[src/tcml_defines.svh]
// register offsets, field positions and reset values of the timer channel block
// assumes inclusion by bare name from the src folder
`ifndef TCML_DEFINES_SVH
`define TCML_DEFINES_SVH

// ---------------------------------------------------------------------------
// register byte offsets
// ---------------------------------------------------------------------------
`define TCML_OFS_CTRL0     4'h0
`define TCML_OFS_HIGH0     4'h1
`define TCML_OFS_LOW0      4'h2
`define TCML_OFS_CTRL1     4'h3
`define TCML_OFS_HIGH1     4'h4
`define TCML_OFS_LOW1      4'h5
`define TCML_OFS_MOD_HIGH  4'h6
`define TCML_OFS_MOD_LOW   4'h7
`define TCML_OFS_TCTRL     4'h8
`define TCML_OFS_IRQ_STAT  4'h9
`define TCML_OFS_IRQ_MASK  4'ha
`define TCML_OFS_PIN_STAT  4'hb

// ---------------------------------------------------------------------------
// channel control/status field positions
// ---------------------------------------------------------------------------
`define TCML_B_MAX    0
`define TCML_B_TOV    1
`define TCML_B_ELS_LO 2
`define TCML_B_ELS_HI 3
`define TCML_B_MSA    4
`define TCML_B_MSB    5
`define TCML_B_POL    6
`define TCML_B_FLAG   7

// timer control: bit 0 runs the counter, bit 1 clears it
`define TCML_B_RUN    0
`define TCML_B_CLR    1

// ---------------------------------------------------------------------------
// reset values
// ---------------------------------------------------------------------------
`define TCML_RST_CTRL 8'h00
`define TCML_RST_MOD  16'hffff
`define TCML_RST_IRQ  3'h0

`endif

[src/tcml_pkg.sv]
// types shared by the timer channel block
// assumes the defines header sits beside it
package tcml_pkg;

    // decoded channel operating mode
    typedef enum logic [2:0] {
        TCML_PRESET,
        TCML_CAPTURE,
        TCML_CMP_UNBUF,
        TCML_CMP_BUF
    } tcml_mode_t;

    // all state of the block
    typedef struct packed {
        logic [1:0][7:0]  ctrl;      // channel control/status bytes
        logic [1:0][15:0] val;       // channel value registers
        logic [1:0][7:0]  hi_buf;    // staged high byte of a write
        logic [1:0]       cap_lock;  // captures blocked until low read
        logic [1:0][7:0]  low_latch; // low byte frozen by high read
        logic [1:0]       cmp_lock;  // compares blocked until low write
        logic [1:0]       flag_armed;// control read with flag set seen
        logic [1:0]       pin;       // channel pin drive level
        logic [1:0]       max_act;   // full duty active this period
        logic [1:0]       cap_prev;  // last sampled capture input
        logic [15:0]      cnt;       // shared counter
        logic [15:0]      modv;      // modulo value
        logic [7:0]       mod_hi;    // staged modulo high byte
        logic             run;       // counter running
        logic             buf_sel;   // which channel register is active
        logic [2:0]       irq_stat;  // ch0, ch1, overflow sticky events
        logic [2:0]       irq_mask;  // interrupt mask
        logic             irq;       // interrupt output
        logic [7:0]       rdata;     // read data
        logic [1:0]       oe;        // pin enables
        logic             ovf;       // overflow pulse out
    } tcml_state_t;

endpackage

[src/tcml_channel_logic.sv]
// two-channel capture/compare mode logic with shared 16-bit counter
// assumes synchronous inputs, one clock, plain strobe register port
//
// Functional notes
// - both edge bits zero frees the pin
// - preset level from compare_mode_sel, inverted
// - capture mode edge select rising/falling/both
// - unbuffered compare: none, toggle, clear, set
// - buffered compare actions regardless of mode A
// - toggle pin on overflow in compare modes
// - overflow action beats coinciding compare
// - max duty forces full duty with toggle
// - max duty change applies next period
// - full duty level follows polarity bit
// - value registers hold capture or compare
// - high read blocks capture until low read
// - high write blocks compare until low write
// - flag on capture edge or compare match
// - channel 0 buffered disables channel 1
// - overflow at modulo, restart from zero
//
// Added by the designer: the plain strobed port and the address map.
`timescale 1ns/1ps
`include "tcml_defines.svh"

module tcml_channel_logic (
    input  wire logic       clk_in,      // 20 MHz timer clock
    input  wire logic       arst_n_in,   // async reset, active low
    input  wire logic [3:0] addr_in,     // register byte address
    input  wire logic [7:0] wdata_in,    // write data
    input  wire logic       wr_in,       // write strobe
    input  wire logic       rd_in,       // read strobe
    input  wire logic [1:0] cap_in,      // channel pin input levels
    output logic      [7:0] rdata_out,   // read data, cycle after strobe
    output logic      [1:0] pin_out,     // channel pin output level
    output logic      [1:0] pin_oe_out,  // high while timer drives pin
    output logic            ovf_out,     // counter overflow pulse
    output logic            irq_out      // level interrupt
);

    // -----------------------------------------------------------------------
    // state
    // -----------------------------------------------------------------------
    tcml_pkg::tcml_state_t st_r;   // registered state
    tcml_pkg::tcml_state_t st_nxt; // next state

    // decoded per-channel mode, combinational
    tcml_pkg::tcml_mode_t  mode [2];
    logic [1:0]            edge_hit;
    logic [1:0]            match;
    logic [1:0]            disabled;
    logic                  ovf;

    // -----------------------------------------------------------------------
    // mode decode per channel
    // -----------------------------------------------------------------------
    for (genvar c = 0; c < 2; c++) begin : g_dec
        logic [1:0] sel;
        logic       rise;
        logic       fall;
        logic [15:0] cmp_val;
        logic        sw_cmp;
        assign sel  = {st_r.ctrl[c][`TCML_B_ELS_HI], st_r.ctrl[c][`TCML_B_ELS_LO]};
        assign disabled[c] = (c == 1) && st_r.ctrl[0][`TCML_B_MSB];
        always_comb begin
            if (disabled[c] || sel == 2'b00) begin
                mode[c] = tcml_pkg::TCML_PRESET;
            end else if (st_r.ctrl[c][`TCML_B_MSB]) begin
                mode[c] = tcml_pkg::TCML_CMP_BUF;
            end else if (st_r.ctrl[c][`TCML_B_MSA]) begin
                mode[c] = tcml_pkg::TCML_CMP_UNBUF;
            end else begin
                mode[c] = tcml_pkg::TCML_CAPTURE;
            end
        end
        assign rise = cap_in[c] & ~st_r.cap_prev[c];
        assign fall = ~cap_in[c] & st_r.cap_prev[c];
        assign edge_hit[c] = (mode[c] == tcml_pkg::TCML_CAPTURE)
                           && ((sel[0] && rise) || (sel[1] && fall));
        // buffered mode compares against the active register
        assign cmp_val = (mode[c] == tcml_pkg::TCML_CMP_BUF) ? st_r.val[st_r.buf_sel] : st_r.val[c];
        // software compare only, flag without pin action
        assign sw_cmp = (sel == 2'b00) && !disabled[c]
                      && st_r.ctrl[c][`TCML_B_MSA] && !st_r.ctrl[c][`TCML_B_MSB];
        // compare blocked while high byte pending
        assign match[c] = (mode[c] == tcml_pkg::TCML_CMP_UNBUF || mode[c] == tcml_pkg::TCML_CMP_BUF || sw_cmp)
                        && !st_r.cmp_lock[c] && st_r.run && (st_r.cnt == cmp_val);
    end

    assign ovf = st_r.run && (st_r.cnt == st_r.modv);

    // -----------------------------------------------------------------------
    // next-state logic
    // -----------------------------------------------------------------------
    always_comb begin
        logic [1:0]  sel;
        logic        cmp_mode;
        logic        full;
        logic [7:0]  w;
        logic [2:0]  ev;
        sel      = 2'b00;
        cmp_mode = 1'b0;
        full     = 1'b0;
        w        = wdata_in;
        ev       = 3'h0;
        st_nxt   = st_r;
        st_nxt.cap_prev = cap_in;
        st_nxt.rdata    = 8'h00;
        st_nxt.ovf      = ovf;

        // counter with clear and run controls
        if (ovf) begin
            st_nxt.cnt = 16'h0000;
        end else if (st_r.run) begin
            st_nxt.cnt = st_r.cnt + 16'h0001;
        end
        if (ovf && st_r.ctrl[0][`TCML_B_MSB]) begin
            st_nxt.buf_sel = ~st_r.buf_sel;
        end

        for (int c = 0; c < 2; c++) begin
            sel = {st_r.ctrl[c][`TCML_B_ELS_HI], st_r.ctrl[c][`TCML_B_ELS_LO]};
            cmp_mode = (mode[c] == tcml_pkg::TCML_CMP_UNBUF) || (mode[c] == tcml_pkg::TCML_CMP_BUF);
            // max duty sampled once per period
            if (ovf) begin
                st_nxt.max_act[c] = st_r.ctrl[c][`TCML_B_MAX] & st_r.ctrl[c][`TCML_B_TOV];
            end
            full = st_r.ctrl[c][`TCML_B_POL];
            if (mode[c] == tcml_pkg::TCML_PRESET) begin
                // preset level, high when mode A clear
                st_nxt.pin[c] = ~st_r.ctrl[c][`TCML_B_MSA];
            end else if (cmp_mode && st_r.max_act[c]) begin
                st_nxt.pin[c] = full;
            end else if (cmp_mode && ovf && st_r.ctrl[c][`TCML_B_TOV]) begin
                st_nxt.pin[c] = ~st_r.pin[c];
            end else if (match[c]) begin
                unique case (sel)
                    2'b01:   st_nxt.pin[c] = ~st_r.pin[c];
                    2'b10:   st_nxt.pin[c] = 1'b0;
                    2'b11:   st_nxt.pin[c] = 1'b1;
                    default: st_nxt.pin[c] = st_r.pin[c];
                endcase
            end
            st_nxt.oe[c] = cmp_mode;
            if (edge_hit[c] && !st_r.cap_lock[c]) begin
                st_nxt.val[c] = st_r.cnt;
            end
            if ((edge_hit[c] && !st_r.cap_lock[c]) || match[c]) begin
                ev[c] = 1'b1;
            end
        end
        ev[2] = ovf;

        // register reads
        if (rd_in) begin
            for (int c = 0; c < 2; c++) begin
                if (addr_in == `TCML_OFS_CTRL0 + 4'(3 * c)) begin
                    st_nxt.rdata = disabled[c] ? 8'h00 : st_r.ctrl[c];
                    st_nxt.flag_armed[c] = st_r.ctrl[c][`TCML_B_FLAG];
                end
                if (addr_in == `TCML_OFS_HIGH0 + 4'(3 * c)) begin
                    st_nxt.rdata = st_r.val[c][15:8];
                    if (mode[c] == tcml_pkg::TCML_CAPTURE) begin
                        st_nxt.cap_lock[c]  = 1'b1;
                        st_nxt.low_latch[c] = st_r.val[c][7:0];
                    end
                end
                if (addr_in == `TCML_OFS_LOW0 + 4'(3 * c)) begin
                    st_nxt.rdata = st_r.cap_lock[c] ? st_r.low_latch[c] : st_r.val[c][7:0];
                    st_nxt.cap_lock[c] = 1'b0;
                end
            end
            unique case (addr_in)
                `TCML_OFS_MOD_HIGH: st_nxt.rdata = st_r.modv[15:8];
                `TCML_OFS_MOD_LOW:  st_nxt.rdata = st_r.modv[7:0];
                `TCML_OFS_TCTRL:    st_nxt.rdata = {7'h00, st_r.run};
                `TCML_OFS_IRQ_STAT: st_nxt.rdata = {5'h00, st_r.irq_stat};
                `TCML_OFS_IRQ_MASK: st_nxt.rdata = {5'h00, st_r.irq_mask};
                `TCML_OFS_PIN_STAT: st_nxt.rdata = {4'h0, st_r.oe, st_r.pin};
                default: ;
            endcase
        end

        // register writes
        if (wr_in) begin
            for (int c = 0; c < 2; c++) begin
                if (addr_in == `TCML_OFS_CTRL0 + 4'(3 * c) && !disabled[c]) begin
                    st_nxt.ctrl[c][6:0] = w[6:0];
                    if (c == 1) begin
                        st_nxt.ctrl[c][`TCML_B_MSB] = 1'b0;
                    end
                    // flag clears only by write 0 after armed read
                    if (!w[`TCML_B_FLAG] && st_r.flag_armed[c]) begin
                        st_nxt.ctrl[c][`TCML_B_FLAG] = 1'b0;
                    end
                    st_nxt.flag_armed[c] = 1'b0;
                end
                if (addr_in == `TCML_OFS_HIGH0 + 4'(3 * c)) begin
                    st_nxt.hi_buf[c] = w;
                    st_nxt.cmp_lock[c] = (mode[c] != tcml_pkg::TCML_CAPTURE);
                end
                if (addr_in == `TCML_OFS_LOW0 + 4'(3 * c)) begin
                    st_nxt.val[c] = {st_r.cmp_lock[c] ? st_r.hi_buf[c] : st_r.val[c][15:8], w};
                    st_nxt.cmp_lock[c] = 1'b0;
                end
            end
            unique case (addr_in)
                `TCML_OFS_MOD_HIGH: st_nxt.mod_hi = w;
                `TCML_OFS_MOD_LOW:  st_nxt.modv = {st_r.mod_hi, w};
                `TCML_OFS_TCTRL: begin
                    st_nxt.run = w[`TCML_B_RUN];
                    if (w[`TCML_B_CLR]) begin
                        st_nxt.cnt = 16'h0000;
                    end
                end
                `TCML_OFS_IRQ_STAT: st_nxt.irq_stat = st_r.irq_stat & ~w[2:0];
                `TCML_OFS_IRQ_MASK: st_nxt.irq_mask = w[2:0];
                default: ;
            endcase
        end

        // events set after clears so a set wins
        for (int c = 0; c < 2; c++) begin
            if (ev[c]) begin
                st_nxt.ctrl[c][`TCML_B_FLAG] = 1'b1;
                st_nxt.flag_armed[c] = 1'b0;
            end
        end
        st_nxt.irq_stat = st_nxt.irq_stat | ev;
        st_nxt.irq = |(st_nxt.irq_stat & st_nxt.irq_mask);
    end

    // -----------------------------------------------------------------------
    // state register; value contents left zeroed though undefined
    // -----------------------------------------------------------------------
    always_ff @(posedge clk_in or negedge arst_n_in) begin
        if (!arst_n_in) begin
            st_r          <= '0;
            st_r.modv     <= `TCML_RST_MOD;
            st_r.pin      <= 2'b11;
        end else begin
            st_r <= st_nxt;
        end
    end

    assign rdata_out  = st_r.rdata;
    assign pin_out    = st_r.pin;
    assign pin_oe_out = st_r.oe;
    assign ovf_out    = st_r.ovf;
    assign irq_out    = st_r.irq;
endmodule

[config.mk]
export PLATFORM = sky130hd
export DESIGN_NAME = tcml_channel_logic
export DESIGN_NICKNAME = d
export VERILOG_FILES = /design/src/tcml_pkg.sv /design/src/tcml_channel_logic.sv
export VERILOG_INCLUDE_DIRS = /design/src /design/src/src
export SDC_FILE = /design/constraint.sdc
export NUM_CORES = 1
export LEC_CHECK = 0
export BUFFER_PORTS_ARGS = -buffer_cell sky130_fd_sc_hd__buf_2
export CAP_MARGIN = 10
export CORE_MARGIN = 3
export CORE_UTILIZATION = 25
export DETAILED_ROUTE_END_ITERATION = 7
export PLACE_DENSITY = 0.37
export REMOVE_ABC_BUFFERS = 1
export SYNTH_ARGS = -nofsm -noshare
export SYNTH_HDL_FRONTEND = slang
export SYNTH_SLANG_ARGS = --single-unit
[constraint.sdc]
create_clock -name clk_in -period 2.1 [get_ports clk_in]
set_clock_uncertainty 0.15 [all_clocks]
set_input_delay 0.315 -clock clk_in [delete_from_list [all_inputs] [get_ports clk_in]]
set_output_delay 0.315 -clock clk_in [all_outputs]
set_load 0.05 [all_outputs]
==> flow_summary.yaml <==
grt:
  grt_pass1_wl_mm: 45.4
  grt-ovfl-total: 0
  grt_max_degree: 51
  grt_pass1_vias: 6757
  grt_usage_pct: 17.4
  grt_antenna_before_repair: 1
critical_path:
  reg2reg_slack_ns: -0.26
  path_class: "flop to flop"
  crit_required_ns: 2.26
  critPathLaunchType: "flop"
  crit_fanout: 15
  cp.arrival_ns: 2.53
  cp-end-kind: "flop"
logic_synthesis:
  ys_warn_count: 0
  seq_area_frac_synth_pct: 46.6
  synth.distinct_cells: 62
  synthXorXnorAreaFrac_pct: 6.86
  post-synth-top-count-cell: "dfrtp_1"
  synthCells: 766
  ys_ff_latch: 151
  ys.flop_type: "dfrtp_1"
  synth_top_area_cell: "dfrtp_1"
  synth.area.top_cells: "dfrtp_1 41%, mux2i_1 9.1%, mux2_2 6.1%"
  synth_fa_ha_area_share_pct: 0.153
  yosysTopAreaCellShare_pct: 40.8
  synthTopCellsByCount: "133 x dfrtp_1, 74 x mux2i_1, 62 x nand2_1"
  synth_top_family_by_area: "multiplexers"
  synth_compound_area_share_pct: 9.70
  synth-simple-area-share_pct: 11.3
  synth.avg_cell_area_um2: 10.7
  synth_edf_count: 0
  synthArstFlopShare_pct: 100
  netlist_area_um2: 8170
  muxShareOfSynthArea_pct: 20.7
routing:
  vias: 6442
  ant_nets: 0
  first_pass_iters: 5
  viasPerCell: 4.75
  routedWlPerCell_um: 22.0
  routed_wirelength_mm: 29.9
  drc: 0
  drtIter0Drc: 479
placed_design:
  gp_congestion: 0.876
  io_buffers: 31
  dpl-instance-area_um2: 9710
  post-dp-hpwl_mm: 22.0
timing:
  period_minus_slack_ns: 2.36
  final-hold-violation-count: 0
  worstMarginPinSlew_ns: 0.491
  tns_ns: -4.11
  fmax_ghz: 0.424
  finalSetupViolations: 26
  rsz0062_at_grt: "true"
  relSlewSlack_pct: 67.3
  timing.hold.ws_ns: 0.122
  timing.final.crit_share_pct: 112
  setup_ws_ns: -0.261
  slew_viol_final: 0
clocking:
  clock_path_buffers: 2
  cts_tree: "done"
  htree_levels: 4
  cts-buffers-inserted: 17
  clockRootBuffer: "clkbuf_16"
  clk_latency_ns: 0.44
  cts_sinks: 151
  clk_pin_slew_worst_paths_ns: 0.07
min_path:
  worstHoldPathType: "input pin to flop"
floorplanning:
  rows: 65
  core_um2: 31900
  start_util_pct: 25.6
  dieArea_um2: 34900
  die_w_um: 187
  die_y_um: 187
  io_pins: 32
final_layout:
  drive_gt1_share_pct: 38.3
  fin_nets: 926
  area_delta_synth_final_pct: 33.3
  final_cell_area_um2: 10900
run_status:
  status: "finished with violations"
  violations: "setup timing"
power_and_ir_drop:
  p_leak_uw: 0.00481
  p_total_uw: 12900
  vdd_drop_max_mv: 0.537
  powerDensity_nw_per_um2: 1190
flow_run:
  drv_cap: 0
==> area by class of cell <==
| cell class | count | area [um^2] |
|---|---|---|
| Multi-Input combinational cell | 539 | 4330 |
| Fill cell | 3256 | 21000 |
| Tap cell | 435 | 544 |
| Antenna cell | 2 | 5.00 |
| Timing Repair Buffer | 186 | 1560 |
| Inverter | 12 | 45.0 |
| Sequential cell | 151 | 3800 |
| Clock buffer | 20 | 489 |
| Clock inverter | 12 | 115 |
==> state kept, by name, indices dropped and copies added, names as in the netlist <==
signal      count
st_r          132
rdata_out       8
g_dec.sel       4
pin_oe_out      2
pin_out         2
disabled        1
irq_out         1
ovf_out         1
==> power breakdown <==
part	switching, uW	internal (uW)
clock network	1470	1750
registers	915	3830
logic	2570	2380
total	4950	7960
==> worst paths after layout <==
| path | from | end | cells past startpoint |
|---|---|---|---|
| worst max-delay path | g_dec[0].sel[0] | st_r[66] | 8 |
| worst min-delay path | rd_in | rdata_out[2] | 2 |
| worst max register to register | g_dec[0].sel[0] | st_r[66] | 8 |
| worst min register to register | st_r[27] | st_r[27] | 1 |
| max in group asynchronous | arst_n_in | st_r[118] | 3 |
| min in group asynchronous | arst_n_in | rdata_out[2] | 2 |
==> cell usage in the layout, fill, tap and decap left out, types with 17 or more instances in the layout <==
cell type,n
dfrtp_1,131
buf_4,125
mux2i_1,72
nand2_1,57
mux2_2,43
xnor2_1,42
nor2_1,40
buf_2,30
a21oi_1,28
o21ai_1,27
mux2_1,21
clkbuf_16,19
xor2_1,18
dfstp_2,18
nand3_1,17
mux2_4,17
==> per-layer routing <==
layer / vias up / global-route usage (%) / share of wire (%)
met3: 38 / 2.31 / 3.0
met1: 3277 / 25.0 / 48
li1: 3001 / - / -
met4: 0 / 5.70 / 2.5
met2: 126 / 27.2 / 46
met5: - / 0 / 0
==> per-stage QoR <==
stage               util, %  worst slack, ns  instances
global placement       30.5           -0.704       1306
global route           34.1           -0.381       1355
CTS                    33.6           -0.269       1352
detailed placement     30.5           -0.703       1306
floorplan                 -           -0.934        701
finish                 34.2           -0.261       1357
==> kinds of logic after synthesis <==
| logic type | Yosys count |
|---|---|
| XOR/XNOR | 64 |
| adder cells (fa/ha/maj) | 1 |
| AND/OR/NAND/NOR | 191 |
| flip-flops | 151 |
| multiplexers | 157 |
| AO/OA/AOI/OAI | 125 |
| buffers and inverters | 77 |
==> worst max-delay path, cell delays in order (launching register included) <==
cell	delay, ns
dfrtp_1	0.44
o211ai_4	0.23
buf_12	0.19
mux2i_1	0.22
xnor2_1	0.09
nor4_1	0.32
nand4_1	0.26
nor2b_4	0.22
nor2b_4	0.12
==> repair_timing <==
action                                  4_1_cts  5_1_grt
hold buffers                                  3        0
hold endpoints to repair                     29        0
buffers inserted                             11        8
pin swaps                                    41        9
endpoints found under the setup margin       70       73
gates cloned                                  2        0
gates resized for setup                      65       34
No activity file was read; power rests on OpenSTA's default activity.
